<file path="src/hdl/elc_pkg.sv">
// Constants for the external line event controller: register map,
// field widths, reset values and core vector numbers.
// Assumes a 32-bit register port clocked by the system bus clock.
package elc_pkg;
  localparam int ELC_LINES = 10;
  localparam int ELC_PIN_LINES = 8;
  localparam int ELC_LINE_SUPPLY = 8;
  localparam int ELC_LINE_WAKE = 9;
  localparam int ELC_PORTS = 3;
  localparam int ELC_AW = 8;
  localparam int ELC_DW = 32;
  // Register byte offsets
  localparam logic [7:0] ELC_OFS_IRQ_EN = 8'h00;
  localparam logic [7:0] ELC_OFS_EVT_EN = 8'h04;
  localparam logic [7:0] ELC_OFS_RISE = 8'h08;
  localparam logic [7:0] ELC_OFS_FALL = 8'h0C;
  localparam logic [7:0] ELC_OFS_SWTRIG = 8'h10;
  localparam logic [7:0] ELC_OFS_PEND = 8'h14;
  localparam logic [7:0] ELC_OFS_PORTSEL = 8'h18;
  localparam logic [7:0] ELC_OFS_CORE = 8'h1C;
  // Reset values
  localparam logic [9:0] ELC_RST_LINES = 10'h000;
  localparam logic [15:0] ELC_RST_PORTSEL = 16'h0000;
  localparam logic [2:0] ELC_RST_CORE = 3'h0;
  // Core control register field positions
  localparam int ELC_CORE_SEND_EVENT_ON_PENDING_BIT = 0;
  localparam int ELC_CORE_MASK_LOW_BIT = 1;
  localparam int ELC_CORE_MASK_SUP_BIT = 2;
  // Core vector numbers and entry addresses
  localparam logic [7:0] ELC_VEC_LOW_LINES = 8'h14;
  localparam logic [31:0] ELC_ENTRY_LOW_LINES = 32'h00000050;
  localparam logic [7:0] ELC_VEC_SUPPLY = 8'h11;
  localparam logic [31:0] ELC_ENTRY_SUPPLY = 32'h00000044;
  // Synchroniser depth for pin inputs
  localparam int ELC_SYNC_STAGES = 3;
endpackage

</file>
<file path="src/hdl/elc_sync_edge.sv">
// Three-stage synchroniser with edge detection for one line.
// Assumes the input is asynchronous to CLK.
`timescale 1ns/1ps
module elc_sync_edge
  import elc_pkg::*;
#(
  // Flip-flops in the chain; the last two are compared
  parameter int STAGES = ELC_SYNC_STAGES
)
(
  // Clock and reset
  input wire logic clk,
  input wire logic arst_n,
  // Line and edge selects
  input wire logic line_in,
  input wire logic rise_en,
  input wire logic fall_en,
  // Detected edge pulse
  output logic edge_hit
);
  logic [STAGES-1:0] sync_r;
  logic level_r;
  wire logic settled = (sync_r[STAGES-2] == sync_r[STAGES-1]);
  wire logic rise_seen;
  wire logic fall_seen;

  // Refuse a chain too short to settle before the compare
  if (STAGES < 3)
  begin : g_bad_stages
    $error("elc_sync_edge needs at least three stages");
  end

  // Shift chain into the clock domain
  always_ff @(posedge clk or negedge arst_n)
  begin
    if (!arst_n)
      sync_r <= '0;
    else
      sync_r <= {sync_r[STAGES-2:0], line_in};
  end

  // Settled level, taken only when the last two stages agree
  always_ff @(posedge clk or negedge arst_n)
  begin
    if (!arst_n)
      level_r <= 1'b0;
    else if (settled)
      level_r <= sync_r[STAGES-1];
  end

  // An edge counts once, when the settled level changes
  assign rise_seen = settled & sync_r[STAGES-1] & ~level_r;
  assign fall_seen = settled & ~sync_r[STAGES-1] & level_r;
  assign edge_hit = (rise_seen & rise_en) | (fall_seen & fall_en);
endmodule

</file>
<file path="src/hdl/elc_top.sv">
// External line event controller: ten edge-detected lines gated into
// interrupt requests and wake-up events, with a simple register port.
// Assumes pins are asynchronous and the register master is on CLK.
//
// How it works
// - Each line has a hardware input through an edge detector and a software trigger.
// - Edge or software trigger is gated separately by interrupt and event enables.
// - Eight control and status registers reached only through the register port.
// - A selected edge on an enabled line sets pending and requests an interrupt.
// - Writing one to a pending bit clears it; zero leaves it.
// - Rising and falling selects are independent; both give either edge.
// - Software trigger acts exactly like a hardware edge, under the same enables.
// - Enabled here but masked in core with send-on-pending gives a wake event.
// - Event-enabled line wakes the core without leaving any pending flag.
// - Lines zero to seven each pick pin n from one of three ports.
// - Line eight is the supply monitor, line nine the auto-wakeup timer.
// - Lines zero to seven merge into one request at vector 20.
// - Supply monitor line requests the core at vector 17.
// - Interrupt enable register holds bits 9 to 0, reset zero.
// - Event enable register holds bits 9 to 0, reset zero.
//
// Local design decisions: the register addresses and the address-and-strobe port.
`timescale 1ns/1ps
module elc_top
  import elc_pkg::*;
#(
  // Depth of the pin synchronisers; three is the least that settles
  parameter int SYNC_STAGES = ELC_SYNC_STAGES
)
(
  // Clock and reset
  input wire logic CLK,
  input wire logic ARST_N,
  // Register port
  input wire logic [ELC_AW-1:0] REG_ADDR,
  input wire logic [ELC_DW-1:0] REG_WDATA,
  input wire logic REG_WR,
  input wire logic REG_RD,
  output logic [ELC_DW-1:0] REG_RDATA,
  // Port pins 0..7 of three ports
  input wire logic [ELC_PIN_LINES-1:0] PORT_A_PINS,
  input wire logic [ELC_PIN_LINES-1:0] PORT_C_PINS,
  input wire logic [ELC_PIN_LINES-1:0] PORT_D_PINS,
  // Supply monitor and auto-wakeup events
  input wire logic SUPPLY_MONITOR_IN,
  input wire logic AUTO_WAKEUP_IN,
  // Core interrupt requests and wake event
  output logic LOW_LINES_IRQ,
  output logic SUPPLY_MONITOR_IRQ,
  output logic AUTO_WAKEUP_IRQ,
  output logic WAKE_EVENT
);
  // ----------------------------------------------------------------
  // Registers
  // ----------------------------------------------------------------
  logic [ELC_LINES-1:0] irq_en_r;
  logic [ELC_LINES-1:0] evt_en_r;
  logic [ELC_LINES-1:0] rise_r;
  logic [ELC_LINES-1:0] fall_r;
  logic [ELC_LINES-1:0] swtrig_r;
  logic [ELC_LINES-1:0] pend_r;
  logic [ELC_LINES-1:0] pend_nxt;
  logic [15:0] portsel_r;
  logic [2:0] core_r;
  logic [ELC_DW-1:0] rdata_r;
  logic low_irq_r;
  logic sup_irq_r;
  logic awu_irq_r;
  logic wake_r;

  // ----------------------------------------------------------------
  // Elaboration checks
  // ----------------------------------------------------------------
  // Refuse a synchroniser that cannot settle a pin change
  if (SYNC_STAGES < 3)
  begin : g_bad_sync
    $error("elc_top needs at least three synchroniser stages");
  end
  // Eight pin lines plus the two event lines
  if (ELC_LINES != ELC_PIN_LINES + 2)
  begin : g_bad_lines
    $error("elc_top line count is inconsistent");
  end
  // Event lines sit right above the pin lines
  if (ELC_LINE_SUPPLY != ELC_PIN_LINES || ELC_LINE_WAKE != ELC_LINES - 1)
  begin : g_bad_map
    $error("elc_top event line positions are inconsistent");
  end
  // Port select needs two bits per pin line inside the data word
  if (ELC_DW < 2 * ELC_PIN_LINES)
  begin : g_bad_width
    $error("elc_top data word too narrow for the port select register");
  end

  // ----------------------------------------------------------------
  // Decode
  // ----------------------------------------------------------------
  wire logic wr_irq_en = REG_WR && (REG_ADDR == ELC_OFS_IRQ_EN);
  wire logic wr_evt_en = REG_WR && (REG_ADDR == ELC_OFS_EVT_EN);
  wire logic wr_rise = REG_WR && (REG_ADDR == ELC_OFS_RISE);
  wire logic wr_fall = REG_WR && (REG_ADDR == ELC_OFS_FALL);
  wire logic wr_swtrig = REG_WR && (REG_ADDR == ELC_OFS_SWTRIG);
  wire logic wr_pend = REG_WR && (REG_ADDR == ELC_OFS_PEND);
  wire logic wr_portsel = REG_WR && (REG_ADDR == ELC_OFS_PORTSEL);
  wire logic wr_core = REG_WR && (REG_ADDR == ELC_OFS_CORE);
  wire logic [ELC_LINES-1:0] wdata_lines = REG_WDATA[ELC_LINES-1:0];

  // ----------------------------------------------------------------
  // Line sources and edge detection
  // ----------------------------------------------------------------
  wire logic [ELC_LINES-1:0] line_src;
  wire logic [ELC_LINES-1:0] hw_edge;
  wire logic sev_on_pend = core_r[ELC_CORE_SEND_EVENT_ON_PENDING_BIT];
  wire logic core_mask_low = core_r[ELC_CORE_MASK_LOW_BIT];
  wire logic core_mask_sup = core_r[ELC_CORE_MASK_SUP_BIT];

  genvar gi;
  generate
    for (gi = 0; gi < ELC_LINES; gi++)
    begin : g_line
      if (gi < ELC_PIN_LINES)
      begin : g_pin
        // Port choice per line: 0 = A, 1 = C, 2 = D, 3 reads as D
        wire logic [1:0] sel = portsel_r[2*gi+1:2*gi];
        assign line_src[gi] = (sel == 2'h0) ? PORT_A_PINS[gi] :
                              (sel == 2'h1) ? PORT_C_PINS[gi] : PORT_D_PINS[gi];
      end
      else if (gi == ELC_LINE_SUPPLY)
      begin : g_sup
        assign line_src[gi] = SUPPLY_MONITOR_IN;
      end
      else
      begin : g_awu
        assign line_src[gi] = AUTO_WAKEUP_IN;
      end
      // Synchronise then detect the selected edges
      elc_sync_edge #(
        .STAGES(SYNC_STAGES)
      ) u_edge (
        .clk(CLK),
        .arst_n(ARST_N),
        .line_in(line_src[gi]),
        .rise_en(rise_r[gi]),
        .fall_en(fall_r[gi]),
        .edge_hit(hw_edge[gi])
      );
    end
  endgenerate

  // ----------------------------------------------------------------
  // Trigger merge and gating
  // ----------------------------------------------------------------
  // Software trigger write fires the line as an edge would
  wire logic [ELC_LINES-1:0] sw_fire = wr_swtrig ? wdata_lines : '0;
  wire logic [ELC_LINES-1:0] trig = hw_edge | sw_fire;
  wire logic [ELC_LINES-1:0] trig_irq = trig & irq_en_r;
  wire logic [ELC_LINES-1:0] trig_evt = trig & evt_en_r;

  // ----------------------------------------------------------------
  // Pending flags and requests
  // ----------------------------------------------------------------
  // Pending: set wins over a write-one clear in the same cycle
  always_comb
  begin
    pend_nxt = pend_r;
    if (wr_pend)
      pend_nxt = pend_nxt & ~wdata_lines;
    pend_nxt = pend_nxt | trig_irq;
  end

  // Requests to core follow pending and enable
  wire logic low_irq_nxt = |pend_nxt[ELC_PIN_LINES-1:0] & |irq_en_r[ELC_PIN_LINES-1:0]
                           & |(pend_nxt[ELC_PIN_LINES-1:0] & irq_en_r[ELC_PIN_LINES-1:0]);
  wire logic sup_irq_nxt = pend_nxt[ELC_LINE_SUPPLY] & irq_en_r[ELC_LINE_SUPPLY];
  wire logic awu_irq_nxt = pend_nxt[ELC_LINE_WAKE] & irq_en_r[ELC_LINE_WAKE];

  // ----------------------------------------------------------------
  // Wake event
  // ----------------------------------------------------------------
  // Wake on event channel, or on a new interrupt masked in core with send-on-pending
  wire logic masked_pend_new = sev_on_pend &
                               ((core_mask_low & |trig_irq[ELC_PIN_LINES-1:0]) |
                                (core_mask_sup & trig_irq[ELC_LINE_SUPPLY]));
  wire logic wake_nxt = |trig_evt | masked_pend_new;

  // ----------------------------------------------------------------
  // Read mux
  // ----------------------------------------------------------------
  // One select per mapped register; an unmapped address selects none
  wire logic rs_irq_en = (REG_ADDR == ELC_OFS_IRQ_EN);
  wire logic rs_evt_en = (REG_ADDR == ELC_OFS_EVT_EN);
  wire logic rs_rise = (REG_ADDR == ELC_OFS_RISE);
  wire logic rs_fall = (REG_ADDR == ELC_OFS_FALL);
  wire logic rs_swtrig = (REG_ADDR == ELC_OFS_SWTRIG);
  wire logic rs_pend = (REG_ADDR == ELC_OFS_PEND);
  wire logic rs_portsel = (REG_ADDR == ELC_OFS_PORTSEL);
  wire logic rs_core = (REG_ADDR == ELC_OFS_CORE);
  // Line-wide registers merged under their selects
  wire logic [ELC_LINES-1:0] rd_lines = ({ELC_LINES{rs_irq_en}} & irq_en_r)
                                      | ({ELC_LINES{rs_evt_en}} & evt_en_r)
                                      | ({ELC_LINES{rs_rise}} & rise_r)
                                      | ({ELC_LINES{rs_fall}} & fall_r)
                                      | ({ELC_LINES{rs_swtrig}} & swtrig_r)
                                      | ({ELC_LINES{rs_pend}} & pend_r);
  wire logic [15:0] rd_portsel = {16{rs_portsel}} & portsel_r;
  wire logic [2:0] rd_core = {3{rs_core}} & core_r;
  // Each part widened to the data word on purpose, zero above its field
  wire logic [ELC_DW-1:0] rd_mux = {{(ELC_DW-ELC_LINES){1'b0}}, rd_lines}
                                 | {{(ELC_DW-16){1'b0}}, rd_portsel}
                                 | {{(ELC_DW-3){1'b0}}, rd_core};

  // ----------------------------------------------------------------
  // Configuration registers
  // ----------------------------------------------------------------
  // Interrupt enables, written only through the register port
  always_ff @(posedge CLK or negedge ARST_N)
  begin
    if (!ARST_N)
      irq_en_r <= ELC_RST_LINES;
    else if (wr_irq_en)
      irq_en_r <= wdata_lines;
  end

  // Event enables
  always_ff @(posedge CLK or negedge ARST_N)
  begin
    if (!ARST_N)
      evt_en_r <= ELC_RST_LINES;
    else if (wr_evt_en)
      evt_en_r <= wdata_lines;
  end

  // Rising edge selects
  always_ff @(posedge CLK or negedge ARST_N)
  begin
    if (!ARST_N)
      rise_r <= ELC_RST_LINES;
    else if (wr_rise)
      rise_r <= wdata_lines;
  end

  // Falling edge selects
  always_ff @(posedge CLK or negedge ARST_N)
  begin
    if (!ARST_N)
      fall_r <= ELC_RST_LINES;
    else if (wr_fall)
      fall_r <= wdata_lines;
  end

  // Port choice of the eight pin lines
  always_ff @(posedge CLK or negedge ARST_N)
  begin
    if (!ARST_N)
      portsel_r <= ELC_RST_PORTSEL;
    else if (wr_portsel)
      portsel_r <= REG_WDATA[15:0];
  end

  // Mirror of the core's send-on-pending and vector masks
  always_ff @(posedge CLK or negedge ARST_N)
  begin
    if (!ARST_N)
      core_r <= ELC_RST_CORE;
    else if (wr_core)
      core_r <= REG_WDATA[2:0];
  end

  // ----------------------------------------------------------------
  // Software trigger
  // ----------------------------------------------------------------
  // Software trigger bits clear with the pending flag
  always_ff @(posedge CLK or negedge ARST_N)
  begin
    if (!ARST_N)
      swtrig_r <= ELC_RST_LINES;
    else
      swtrig_r <= (swtrig_r | sw_fire) & ~(wr_pend ? wdata_lines : '0);
  end

  // ----------------------------------------------------------------
  // Status and read data
  // ----------------------------------------------------------------
  // Pending flags
  always_ff @(posedge CLK or negedge ARST_N)
  begin
    if (!ARST_N)
      pend_r <= ELC_RST_LINES;
    else
      pend_r <= pend_nxt;
  end

  // Read data stands one cycle after the strobe, zero otherwise
  always_ff @(posedge CLK or negedge ARST_N)
  begin
    if (!ARST_N)
      rdata_r <= '0;
    else
      rdata_r <= REG_RD ? rd_mux : '0;
  end

  // ----------------------------------------------------------------
  // Outputs
  // ----------------------------------------------------------------
  // Merged request of lines zero to seven
  always_ff @(posedge CLK or negedge ARST_N)
  begin
    if (!ARST_N)
      low_irq_r <= 1'b0;
    else
      low_irq_r <= low_irq_nxt;
  end

  // Supply monitor request
  always_ff @(posedge CLK or negedge ARST_N)
  begin
    if (!ARST_N)
      sup_irq_r <= 1'b0;
    else
      sup_irq_r <= sup_irq_nxt;
  end

  // Auto-wakeup request
  always_ff @(posedge CLK or negedge ARST_N)
  begin
    if (!ARST_N)
      awu_irq_r <= 1'b0;
    else
      awu_irq_r <= awu_irq_nxt;
  end

  // One-cycle wake pulse per trigger cycle
  always_ff @(posedge CLK or negedge ARST_N)
  begin
    if (!ARST_N)
      wake_r <= 1'b0;
    else
      wake_r <= wake_nxt;
  end

  assign REG_RDATA = rdata_r;
  assign LOW_LINES_IRQ = low_irq_r;
  assign SUPPLY_MONITOR_IRQ = sup_irq_r;
  assign AUTO_WAKEUP_IRQ = awu_irq_r;
  assign WAKE_EVENT = wake_r;
endmodule

</file>
<file path="config.mk">
export PLATFORM = sky130hd
export DESIGN_NAME = elc_top
export DESIGN_NICKNAME = d
export VERILOG_FILES = /design/src/hdl/elc_pkg.sv /design/src/hdl/elc_sync_edge.sv /design/src/hdl/elc_top.sv
export SDC_FILE = /design/constraint.sdc
export NUM_CORES = 1
export LEC_CHECK = 0
export BUFFER_PORTS_ARGS = -buffer_cell sky130_fd_sc_hd__buf_4
export CORE_ASPECT_RATIO = 2
export CORE_MARGIN = 4
export CORE_UTILIZATION = 27
export CTS_CLUSTER_DIAMETER = 40
export DETAILED_ROUTE_END_ITERATION = 12
export PLACE_DENSITY_LB_ADDON = 0.12
export SYNTH_ARGS = -nofsm -noshare
export SYNTH_HDL_FRONTEND = slang
export SYNTH_SLANG_ARGS = --single-unit
</file>
<file path="constraint.sdc">
create_clock -name CLK -period 1.9 [get_ports CLK]
set_input_delay 0.095 -clock CLK [delete_from_list [all_inputs] [get_ports CLK]]
set_output_delay 0.095 -clock CLK [all_outputs]
set_load 0.05 [all_outputs]
</file>
# ---- Word-level counts from Yosys, hierarchy flattened
# Cells that the tools add are included.
dict set report word_totals {
  output_inout_bits 36
  regBits 139
  elab_cells 224
  inputBits 70
}
dict set report classes {
  n_bitwise 124
  eq_ne 25
  muxes 20
  reduce_logical 22
}
# cell count
set ops {}
lappend ops {{$and A10 B10 Y10} 10}
lappend ops {{$or A10 B10 Y10} 8}
lappend ops {{$and A1 B1 Y1} 67}
lappend ops {{$eq A8 B5 Y1 const B} 4}
lappend ops {{$reduce_or A8 Y1} 4}
lappend ops {{$mux W10} 3}
lappend ops {{$not A1 Y1} 20}
lappend ops {{$not A10 Y10} 2}
lappend ops {{$and A16 B16 Y16} 1}
lappend ops {{$eq A2 B1 Y1 const B} 8}
lappend ops {{$eq A8 B4 Y1 const B} 2}
lappend ops {{$logic_not A2 Y1} 8}
lappend ops {{$mux W1} 16}
lappend ops {{$mux W16} 1}
lappend ops {{$or A10 B16 Y16} 1}
lappend ops {{$or A16 B3 Y16} 1}
lappend ops {{$or A1 B1 Y1} 12}
lappend ops {{$eq A1 B1 Y1} 10}
lappend ops {{$reduce_or A10 Y1} 1}
lappend ops {{$and A8 B8 Y8} 1}
lappend ops {{$eq A8 B3 Y1 const B} 1}
lappend ops {{$logic_and A1 B1 Y1} 8}
lappend ops {{$logic_not A8 Y1} 1}
lappend ops {{$and A3 B3 Y3} 1}

# ---- Logic depth before layout (Yosys ltp)
# Gate-level depths: netlist of run 1.
dict set report logic_depth {
  ltp_word 12
  mapped_depth 8
  mapped_depth_nobuf 8
}

# ---- Modules after synthesis
# A second synthesis of run 1 with hierarchy kept.
dict set report unflattened {
  cells_unflattened 551
  area_unflattened_um2 6496.2
}
# module cells_each n_inst area_per_inst_um2 seq_area_each_um2
set modules_own_cells {}
lappend modules_own_cells {elc_top 421 1 4907.2 2477.4}
lappend modules_own_cells {elc_sync_edge 13 10 158.9 100.1}

# ---- Worst setup path before layout of run 1
# Ideal clock, no wire load.
dict set report synth_timing {
  path_type {reg2reg}
  from {register g_line[7].u_edge.sync_r[1]}
  to {register wake_r, in the netlist WAKE_EVENT}
  n_path_buf 0
  stages_incl_launch_ff 9
  synth_period_minus_slack_ns 1.690
  arrival_ns 1.570
  slack_ns 0.210
  setup_time_ns 0.120
  path_cell_list {dfrtp_1 > inv_1 > ha_1 > nand3_1 > o21ai_0 > a21o_1 > a2111oi_0 > nand4b_1 > a31o_1}
}
dict set report synth_via {
  elab_chain_cells 12
}
# item line
set synth_rtl {}
lappend synth_rtl {{from (decl)} elc_sync_edge.sv:21} ;# logic [STAGES-1:0] sync_r;
lappend synth_rtl {{from (signal assigned)} elc_sync_edge.sv:39} ;# sync_r <= {sync_r[STAGES-2:0], line_in};
lappend synth_rtl {{$eq A1 B1 Y1 *} elc_sync_edge.sv:23} ;# wire logic settled = (sync_r[STAGES-2] == sync_r[STAGES-1]);
lappend synth_rtl {{$and A1 B1 Y1, on equally long branches (2 in a row)} {elc_sync_edge.sv:52, elc_sync_edge.sv:53}}
lappend synth_rtl {{$and A1 B1 Y1} elc_sync_edge.sv:54} ;# assign edge_hit = (rise_seen & rise_en) | (fall_seen & fall_en);
lappend synth_rtl {{$or A1 B1 Y1 *} elc_sync_edge.sv:54}
lappend synth_rtl {{$or A10 B10 Y10 *} elc_top.sv:155} ;# wire logic [ELC_LINES-1:0] trig = hw_edge | sw_fire;
lappend synth_rtl {{$and A10 B10 Y10} elc_top.sv:156} ;# wire logic [ELC_LINES-1:0] trig_irq = trig & irq_en_r;
lappend synth_rtl {{$reduce_or A8 Y1} elc_top.sv:182} ;# ((core_mask_low & |trig_irq[ELC_PIN_LINES-1:0]) |
lappend synth_rtl {{$and A1 B1 Y1} elc_top.sv:182}
lappend synth_rtl {{$or A1 B1 Y1} elc_top.sv:182}
lappend synth_rtl {{$and A1 B1 Y1} elc_top.sv:181} ;# wire logic masked_pend_new = sev_on_pend &
lappend synth_rtl {{$or A1 B1 Y1 *} elc_top.sv:184} ;# wire logic wake_nxt = |trig_evt | masked_pend_new;
lappend synth_rtl {{named net wake_nxt} elc_top.sv:184}
lappend synth_rtl {{to (signal assigned)} elc_top.sv:338} ;# wake_r <= wake_nxt;
lappend synth_rtl {{to (decl)} elc_top.sv:69} ;# logic wake_r;
# The timed path passes the listed nets; every way through them passes the cells marked *.
# A chain may end at the register's enable or synchronous reset.

# ---- Final worst setup path of run 1
# Ends and elaborated chain as after synthesis.

==> reports/qor.txt, run 1 <==
Starting DRT DRC Count - 238
Critical Path RT - 2.22 ns
Final Skew - 0.00621 ns
CTS clock-pin slew for the worst setup and hold paths - 0.06 ns
Finish-stage setup viols - 0
final net count - 769
reg2reg setup slack - 0.09 ns
status - complete, no violations
final period utilization - 0.954
FILL cells - 2,242
min cycle time layout - 1.81 ns
CTS Buf Count - 17
Placed Area - 7470 um2
die area - 26,100 um2
H-tree Lvls - 4
commonest non-fill, non-tap cell in the layout - dfrtp_1
post-layout util - 0.366
I/O Buffers - 73
Final Max Tran Viols - 0
initial antenna violation count - 0
Worst setup EP type - register
DIE WIDTH - 116 um
crit path max-delay cell type - dfrtp_1
Seq/Total Area, Yosys - 0.549
routed via count - 4,765
Longest Clk Path Bufs - 2
kind of critical path - register to register
cell count after synthesis - 534
crit-path cells - inv_1 > ha_1 > nand3_1 > o21ai_2 > a21o_1 > a2111oi_2 > nand4b_1 > a31o_1
EDFF count, synth - 0
setup TNS - 0 ns
DIE HEIGHT - 225 um
Ports - 106
first-pass GRT wire length - 29,800 um
CP peak stage delay - 0.37 ns
f_max - 552 MHz
worst-skew pair later-pin latency - 0.43 ns
Remaining DRCs - 0
Final Hold Viols - 0
crit path launch - g_line[7].u_edge.sync_r[1]
Max IR drop VDD - 0.000447 V
Total Wirelength - 19,300 um
gr ovfl total - 0
final std cell area, no fill - 8490 um2
vias in the first global route - 5,076
Arr. time, crit path - 2.13 ns
routability cong. - 0.852
cell area power density - 870 nW/um2
# rows - 79
Initial Utilization - 0.273
worst slew pin tran - 0.626 ns
Synth top area share - 0.549
vias per inst - 4.89
CP endpoint - WAKE_EVENT
core footprint - 23,200 um2
area delta synth->final - 33.9%
#FFs+latches synth - 139
Worst R2R Path Depth - 8
WL/cell - 19.8 um
FFs w/ async S/R, synth - 1.00
placed insts - 907
Max-Cap Viols - 0
Yosys warnings - 0
Static Leakage - 4.16 nW
Synth Area per Inst - 11.9 um2
CTS tree - yes
final non-filler cell total - 975
min-delay worst type - primary input to register
Root Buffer - clkbuf_16
Post-DP HPWL - 14,200 um
Top FF cell, synth - dfrtp_1
most frequent cells in the layout - dfrtp_1 (139), buf_4 (115), mux2_2 (55), nand2_1 (42), dlygate4sd3_1 (35)
antenna-violating nets left - 0
largest area contributor in the netlist - dfrtp_1
Clock Sinks - 139
Post-Syn Area - 6340 um2
total power draw - 7.39 mW
crit-path max FO - 3
Unique masters post-synth - 54
largest net degree at the start of global routing - 62
FF-to-FF Start - g_line[7].u_edge.sync_r[1]
ant diodes - 0
GRT Util Overall - 0.156
Startpoint Class - register
largest cells by area after synthesis - dfrtp_1 (55%), mux2_2 (9.8%), ha_1 (3.9%)
RSZ-0062 raised after global routing - yes
worst reg2reg path endpoint - WAKE_EVENT
first drt pass iteration count - 5
layout cells sized above 1 - 0.324
Slew headroom - 0.583
==> worst max-delay path, delay by kind of cell, from the launching register on <==
family	cells	cell delay, ns
AO/OA/AOI/OAI	4	0.85
adder cells (fa/ha/maj)	1	0.18
buffers and inverters	1	0.06
flip-flops	1	0.37
AND/OR/NAND/NOR	2	0.23
==> routing by layer <==
metal / routed length (um) / up-vias / part of all wire / global-route usage
met1: 7100 / 2411 / 0.37 / 0.164
met5: 0 / - / 0 / 0
li1: - / 2204 / - / -
met3: 675 / 29 / 0.035 / 0.0328
met4: 535 / 0 / 0.028 / 0.0622
met2: 11000 / 121 / 0.57 / 0.292
==> what timing repair did <==
action / in CTS / in global routing
gates resized for setup: 5 / 9
buffers inserted: 0 / 1
hold buffers: 35 / 0
setup endpoints to repair: 1 / 2
pin swaps: 1 / 1
hold endpoints to repair: 108 / 0
==> power by group <==
part           switching, mW  leakage [nW]  internal (mW)
logic                  0.334          2.01          0.271
registers              0.136          1.84           3.12
clock network           1.29         0.306           2.24
total                   1.76          4.16           5.63
==> synthesized netlist by cell type, drive strengths merged (3+ instances only) <==
| cell | count |
|---|---|
| a21o | 9 |
| buf | 31 |
| dfrtp | 139 |
| nand3 | 20 |
| o2bb2ai | 6 |
| clkbuf | 15 |
| o21a | 11 |
| inv | 20 |
| or2 | 3 |
| ha | 20 |
| a21boi | 6 |
| mux2 | 60 |
| and2 | 5 |
| mux2i | 8 |
| nor2 | 9 |
| and3 | 11 |
| a32oi | 8 |
| nand2 | 45 |
| a21oi | 18 |
| a222oi | 9 |
| o21ai | 31 |
| a22oi | 23 |
| a221oi | 3 |
==> final cells by class <==
| class | count | area, um2 | share of cell area |
|---|---|---|---|
| tap | 283 | 354 | 0.0417 |
| sequential | 139 | 3480 | 0.410 |
| inverter | 20 | 75.1 | 0.00884 |
| multi-input combinational | 344 | 2610 | 0.307 |
| timing repair buffer | 157 | 1350 | 0.158 |
| clock buffer | 23 | 498 | 0.0586 |
| clock inverter | 9 | 133 | 0.0156 |
==> kinds of logic after synthesis <==
logic type / after synthesis / synth area share
compound gates: 133 / 0.147
flops: 139 / 0.549
fa+ha+maj: 20 / 0.0395
other cells: 1 / 0.000591
mux: 68 / 0.119
buf+inv: 66 / 0.0549
simple gates: 107 / 0.0902
==> metrics by stage <==
stage / worst slack [ns] / hold slack [ns]
5_1_grt: 0.000351 / 0.0389
6_report: 0.0882 / 0.0532
4_1_cts: 0.00585 / 0.0354
3_5_place_dp: -0.0893 / 0.140
3_3_place_gp: -0.0649 / 0.132
2_1_floorplan: 0.210 / -0.201
==> state kept, by name, summed over array words and instances (netlist names) <==
signal	cells
core_r	3
fall_r	10
pend_r	10
rise_r	10
SUPPLY_MONITOR_IRQ	1
AUTO_WAKEUP_IRQ	1
WAKE_EVENT	1
g_line.u_edge.level_r	10
swtrig_r	10
g_line.u_edge.sync_r	30
evt_en_r	10
REG_RDATA	16
portsel_r	16
LOW_LINES_IRQ	1
irq_en_r	10
==> worst min-delay path by stage <==
stage          startpoint              end  cells after the start
3_5_place_dp       ARST_N      evt_en_r[0]                      1
2_1_floorplan      ARST_N  AUTO_WAKEUP_IRQ                      0
6_report           REG_RD     REG_RDATA[1]                      2
4_1_cts            REG_RD     REG_RDATA[1]                      2
5_1_grt            REG_RD     REG_RDATA[1]                      2
3_3_place_gp       ARST_N      evt_en_r[0]                      1
No activity file was read; power rests on OpenSTA's default activity.
==> inputs of run 2 (changes only) <==
Settings changed: GPL_TIMING_DRIVEN set to 0.
==> reports/qor.txt, run 2 (synthesis gave the netlist of run 1 again) <==
Startpoint Class - register
Starting DRT DRC Count - 228 (-4.2%)
final std cell area, no fill - 8280 um2 (-2.5%)
Placed Area - 7280 um2 (-2.6%)
f_max - 550 MHz (-0.38%)
area delta synth->final - 30.6%
worst-skew pair later-pin latency - 0.43 ns (about the same)
status - complete, no violations
min-delay worst type - primary input to register
max reg flops - 30 (unchanged)
Root Buffer - clkbuf_16
kind of critical path - register to register
Slew headroom - 0.443 (-0.140)
Total Wirelength - 19,700 um (+2.1%)
fin worst setup slack - 0.0813 ns (-0.00686 ns)
CTS Buf Count - 17 (unchanged)
Reg area - 3480 um2 (unchanged)
vias per inst - 4.98 (+1.9%)
initial antenna violation count - 0 (unchanged)
Final Hold Viols - 0 (unchanged)
final period utilization - 0.957 (+0.00361)
Max IR drop VDD - 0.000473 V (+5.9%)
setup TNS - 0 ns (unchanged)
Ports - 106 (unchanged)
min cycle time layout - 1.82 ns (+0.00686 ns)
die area - 26,100 um2 (unchanged)
cell area power density - 866 nW/um2 (-0.49%)
core footprint - 23,200 um2 (unchanged)
Largest Register - g_line.u_edge.sync_r
routability cong. - 0.861 (+1.0%)
ant diodes - 0 (unchanged)
crit-path max FO - 3 (unchanged)
Final Max Tran Viols - 0 (unchanged)
Arr. time, crit path - 2.14 ns (about the same)
CTS tree - yes
GRT Util Overall - 0.158 (+0.00192)
WL/cell - 20.5 um (+3.6%)
H-tree Lvls - 4 (unchanged)
Place WS - -0.495 ns (-0.406 ns)
grt met2 use - 0.292 (about the same)
Longest Clk Path Bufs - 2 (unchanged)
Remaining DRCs - 0 (unchanged)
antenna-violating nets left - 0 (unchanged)
Worst setup EP type - register
Clock Sinks - 139 (unchanged)
vias in the first global route - 5,043 (-0.65%)
first-pass GRT wire length - 30,000 um (+0.58%)
area of the multi-input gates - 2690 um2 (+3.1%)
# rows - 79 (unchanged)
final net count - 756 (-1.7%)
layout cells sized above 1 - 0.314 (-0.00954)
Final Skew - 0.00602 ns (-0.000188 ns)
Static Leakage - 4.04 nW (-3.1%)
DIE WIDTH - 116 um (unchanged)
GRT busiest layer - met2
Critical Path RT - 2.22 ns (about the same)
worst slew pin tran - 0.836 ns (+0.210 ns)
Finish-stage setup viols - 0 (unchanged)
DIE HEIGHT - 225 um (unchanged)
first drt pass iteration count - 5 (unchanged)
Post-DP HPWL - 14,200 um (+0.41%)
gr ovfl total - 0 (unchanged)
met3 GRT Util - 0.0302 (-0.00269)
Initial Utilization - 0.273 (unchanged)
grt met1 use - 0.159 (-0.00534)
I/O Buffers - 66 (-9.6%)
largest net degree at the start of global routing - 94 (+52%)
FILL cells - 2,285 (+1.9%)
commonest non-fill, non-tap cell in the layout - dfrtp_1
routed via count - 4,787 (+0.46%)
CTS clock-pin slew for the worst setup and hold paths - 0.06 ns (about the same)
most frequent cells in the layout - dfrtp_1 (139), buf_4 (88), mux2_2 (55), nand2_1 (42), dlygate4sd3_1 (27)
Max-Cap Viols - 0 (unchanged)
run 2: cell count changes in the layout (fill, tap and decap cells not counted), sizes merged:
cell	delta
clkinv	+3
bufinv	-1
dlygate4sd3	-8
clkbuf	+16
buf	-20
clkinvlp	-2
inv	-2
run 2: layer usage:
layer  vias up  part of all wire
li1       2169                 -
met1      2441              0.35
met2       133              0.57
met3        44             0.037
met4         0             0.048
met5         -                 0
run 2: per-stage QoR:
step,utilization,std cells,power (mW),hold WS [ns]
after global placement,0.312,898,3.82,0.204
after CTS,0.352,959,7.24,0.000136
after detailed placement,0.313,899,3.86,0.0680
final,0.356,961,7.17,0.0103
after global routing,0.356,961,7.47,0.0282
after floorplan,-,549,3.58,-0.201
run 2: power breakdown:
group / internal (mW) / leakage, nW / switching (mW)
sequential: 3.12 / 1.84 / 0.142
clock: 2.06 / 0.290 / 1.24
combinational: 0.269 / 1.90 / 0.340
run 2: area by class of cell:
| type | instances | share of cell area |
|---|---|---|
| Clock buffer | 24 | 0.0594 |
| Sequential cell | 139 | 0.420 |
| Clock inverter | 7 | 0.0107 |
| Inverter | 20 | 0.00907 |
| Timing Repair Buffer | 98 | 0.0999 |
| Tap cell | 283 | 0.0428 |
| Buffer | 46 | 0.0330 |
| Multi-Input combinational cell | 344 | 0.325 |
run 2: repair_timing:
item                                    CTS  global route
hold buffers                             27             0
resized for setup                        10            21
setup buffers                             2             2
endpoints found under the setup margin    5             2
hold endpoints to repair                 80             0
pin swaps                                 2             9
run 2: final timing paths:
kind / from / endpoint / slack [ns] / cells after the start
worst max-delay path: g_line[0].u_edge.sync_r[1] / WAKE_EVENT / 0.08 / 8
worst min-delay path: PORT_A_PINS[7] / g_line[7].u_edge.sync_r[0] / 0.01 / 3
worst max register to register: g_line[0].u_edge.sync_r[1] / WAKE_EVENT / 0.08 / 8
worst min register to register: g_line[7].u_edge.sync_r[0] / g_line[7].u_edge.sync_r[1] / 0.34 / 0
max in group asynchronous: ARST_N / pend_r[6] / 0.87 / 3
min in group asynchronous: ARST_N / rise_r[0] / 0.17 / 2
run 2: critical path, stage by stage, from the launching register on:
cell and delay, ns:
dfrtp_1 0.38, inv_1 0.05, ha_1 0.20, nand3_2 0.09, o21ai_4 0.08, o2bb2ai_4 0.15, a2111oi_4 0.32, nand4b_1 0.18
a31o_1 0.25
==> inputs of run 3 (changes only) <==
Settings changed: PLACE_DENSITY_LB_ADDON 0.12 to 0.2.
==> reports/qor.txt, run 3 (synthesis gave the netlist of run 1 again) <==
core footprint - 23,200 um2 (unchanged)
Critical Path RT - 2.21 ns (about the same)
layout cells sized above 1 - 0.294 (-0.0206)
kind of critical path - register to register
I/O Buffers - 66 (unchanged)
WL/cell - 20.1 um (-1.9%)
H-tree Lvls - 4 (unchanged)
GRT Util Overall - 0.155 (-0.00282)
largest net degree at the start of global routing - 97 (+3.2%)
worst slew pin tran - 0.903 ns (+0.0668 ns)
crit-path cells - inv_1 > ha_1 > nand3_1 > o21ai_0 > a21o_1 > a2111oi_4 > nand4b_1 > a31o_1
Static Leakage - 4.00 nW (-0.80%)
Final Skew - 0.00693 ns (+0.000912 ns)
Initial Utilization - 0.273 (unchanged)
commonest non-fill, non-tap cell in the layout - dfrtp_1
Arr. time, crit path - 2.16 ns (+0.02 ns)
Largest Register - g_line.u_edge.sync_r
DIE WIDTH - 116 um (unchanged)
FILL cells - 2,301 (+0.70%)
WHS Path Cells - 2 (-1)
gr ovfl total - 0 (unchanged)
final net count - 755 (-0.13%)
Worst setup EP type - register
WHS Endpoint - swtrig_r[7]
Total Wirelength - 19,300 um (-1.9%)
Slew headroom - 0.398 (-0.0445)
routed via count - 4,746 (-0.86%)
post-layout util - 0.353 (-0.00296)
first drt pass iteration count - 5 (unchanged)
CTS Buf Count - 17 (unchanged)
vias in the first global route - 5,104 (+1.2%)
initial antenna violation count - 0 (unchanged)
ant diodes - 0 (unchanged)
# rows - 79 (unchanged)
Ports - 106 (unchanged)
beginning of the worst hold path - REG_WDATA[7]
cell area power density - 884 nW/um2 (+2.0%)
worst-skew pair later-pin latency - 0.43 ns (about the same)
routed wl met2 - 10,800 um (-3.0%)
antenna-violating nets left - 0 (unchanged)
Root Buffer - clkbuf_16
setup TNS - 0 ns (unchanged)
Clock Sinks - 139 (unchanged)
top sig layer - met4
Finish-stage setup viols - 0 (unchanged)
f_max - 543 MHz (-1.3%)
Longest Clk Path Bufs - 2 (unchanged)
Final Max Tran Viols - 0 (unchanged)
die area - 26,100 um2 (unchanged)
DRT met1 WL - 6560 um (-4.5%)
area delta synth->final - 29.5%
max reg flops - 30 (unchanged)
final period utilization - 0.969 (+0.0122)
Hold Slack - 0.0873 ns (+0.0769 ns)
most frequent cells in the layout - dfrtp_1 (138), buf_4 (86), mux2_2 (55), nand2_1 (42), dlygate4sd3_1 (28)
worst reg2reg path endpoint - WAKE_EVENT
Starting DRT DRC Count - 219 (-3.9%)
routability cong. - 0.903 (+4.9%)
first-pass GRT wire length - 29,600 um (-1.1%)
CTS clock-pin slew for the worst setup and hold paths - 0.06 ns (about the same)
CP peak stage delay - 0.37 ns (about the same)
Remaining DRCs - 0 (unchanged)
Post-DP HPWL - 14,000 um (-1.7%)
routed wl met3 - 919 um (+25%)
min cycle time layout - 1.84 ns (+0.0231 ns)
FF-to-FF Start - g_line[7].u_edge.sync_r[1]
crit-path max FO - 3 (unchanged)
min-delay worst type - primary input to register
Worst R2R Path Depth - 8 (unchanged)
vias per inst - 4.94 (-0.86%)
crit path max-delay cell type - dfrtp_1
DIE HEIGHT - 225 um (unchanged)
Startpoint Class - register
Max IR drop VDD - 0.000521 V (+10%)
reg2reg setup slack - 0.06 ns (-0.02 ns)
Final Hold Viols - 0 (unchanged)
CTS tree - yes
Max-Cap Viols - 0 (unchanged)
status - complete, no violations
RSZ-0062 raised after global routing - yes
## run 3: cell count changes in the layout (fill, tap and decap cells not counted), sizes merged
cell         change
clkinvlp         +4
clkinv           -1
dlygate4sd3      +1
buf              -2
clkbuf           -3
bufinv           +1
## run 3: how the worst max path moves through the flow
| stage | start | end | slack [ns] | cells after the start |
|---|---|---|---|---|
| 6_report | g_line[7].u_edge.sync_r[1] | WAKE_EVENT | 0.06 | 8 |
| 2_1_floorplan | g_line[7].u_edge.sync_r[1] | WAKE_EVENT | 0.21 | 8 |
| 5_1_grt | g_line[1].u_edge.sync_r[1] | WAKE_EVENT | -0.02 | 8 |
| 4_1_cts | g_line[7].u_edge.sync_r[1] | WAKE_EVENT | -0.04 | 8 |
| 3_5_place_dp | REG_ADDR[2] | portsel_r[14] | -0.50 | 7 |
| 3_3_place_gp | REG_ADDR[2] | portsel_r[15] | -0.48 | 7 |
## run 3: where the power goes
part / internal, mW / leakage, nW / switching, mW
Combinational: 0.264 / 1.88 / 0.339
Clock: 2.13 / 0.285 / 1.27
Sequential: 3.12 / 1.84 / 0.138
## run 3: worst max-delay path, delay by kind of cell (launching register included)
kind	cells	cell delay, ns
AOI/OAI and AO/OA	4	0.91
DFF	1	0.37
and+or+nand+nor	2	0.21
adders and majority gates	1	0.19
buffers and inverters	1	0.06
## run 3: routing by layer
| metal | up-vias | track usage |
|---|---|---|
| met5 | - | 0 |
| met4 | 0 | 0.0880 |
| met3 | 45 | 0.0328 |
| met2 | 165 | 0.285 |
| met1 | 2362 | 0.156 |
| li1 | 2174 | - |
## run 3: final cells by class
class / instances / area, um2 / share of cell area
buffer: 46 / 273 / 0.0332
clock buffer: 21 / 460 / 0.0561
clock inverter: 11 / 144 / 0.0175
inverter: 20 / 75.1 / 0.00915
multi-input combinational: 344 / 2600 / 0.317
sequential: 139 / 3480 / 0.424
tap: 283 / 354 / 0.0431
timing repair buffer: 97 / 822 / 0.100
## run 3: through the flow
stage          setup WS [ns]  cells  total power [mW]  instance area, um2
2_1_floorplan          0.210    549              3.58                6400
3_3_place_gp          -0.477    898              3.83                7250
3_5_place_dp          -0.499    899              3.86                7280
4_1_cts              -0.0353    959              7.34                8180
5_1_grt              -0.0185    961              7.55                8210
6_report              0.0582    961              7.25                8210
## run 3: what timing repair did
| item | 4_1_cts | 5_1_grt |
|---|---|---|
| hold buffers | 28 | 0 |
| endpoints found under the setup margin | 4 | 2 |
| pin swaps | 0 | 3 |
| buffers inserted | 0 | 2 |
| resized for setup | 6 | 9 |
| endpoints found under the hold margin | 69 | 0 |
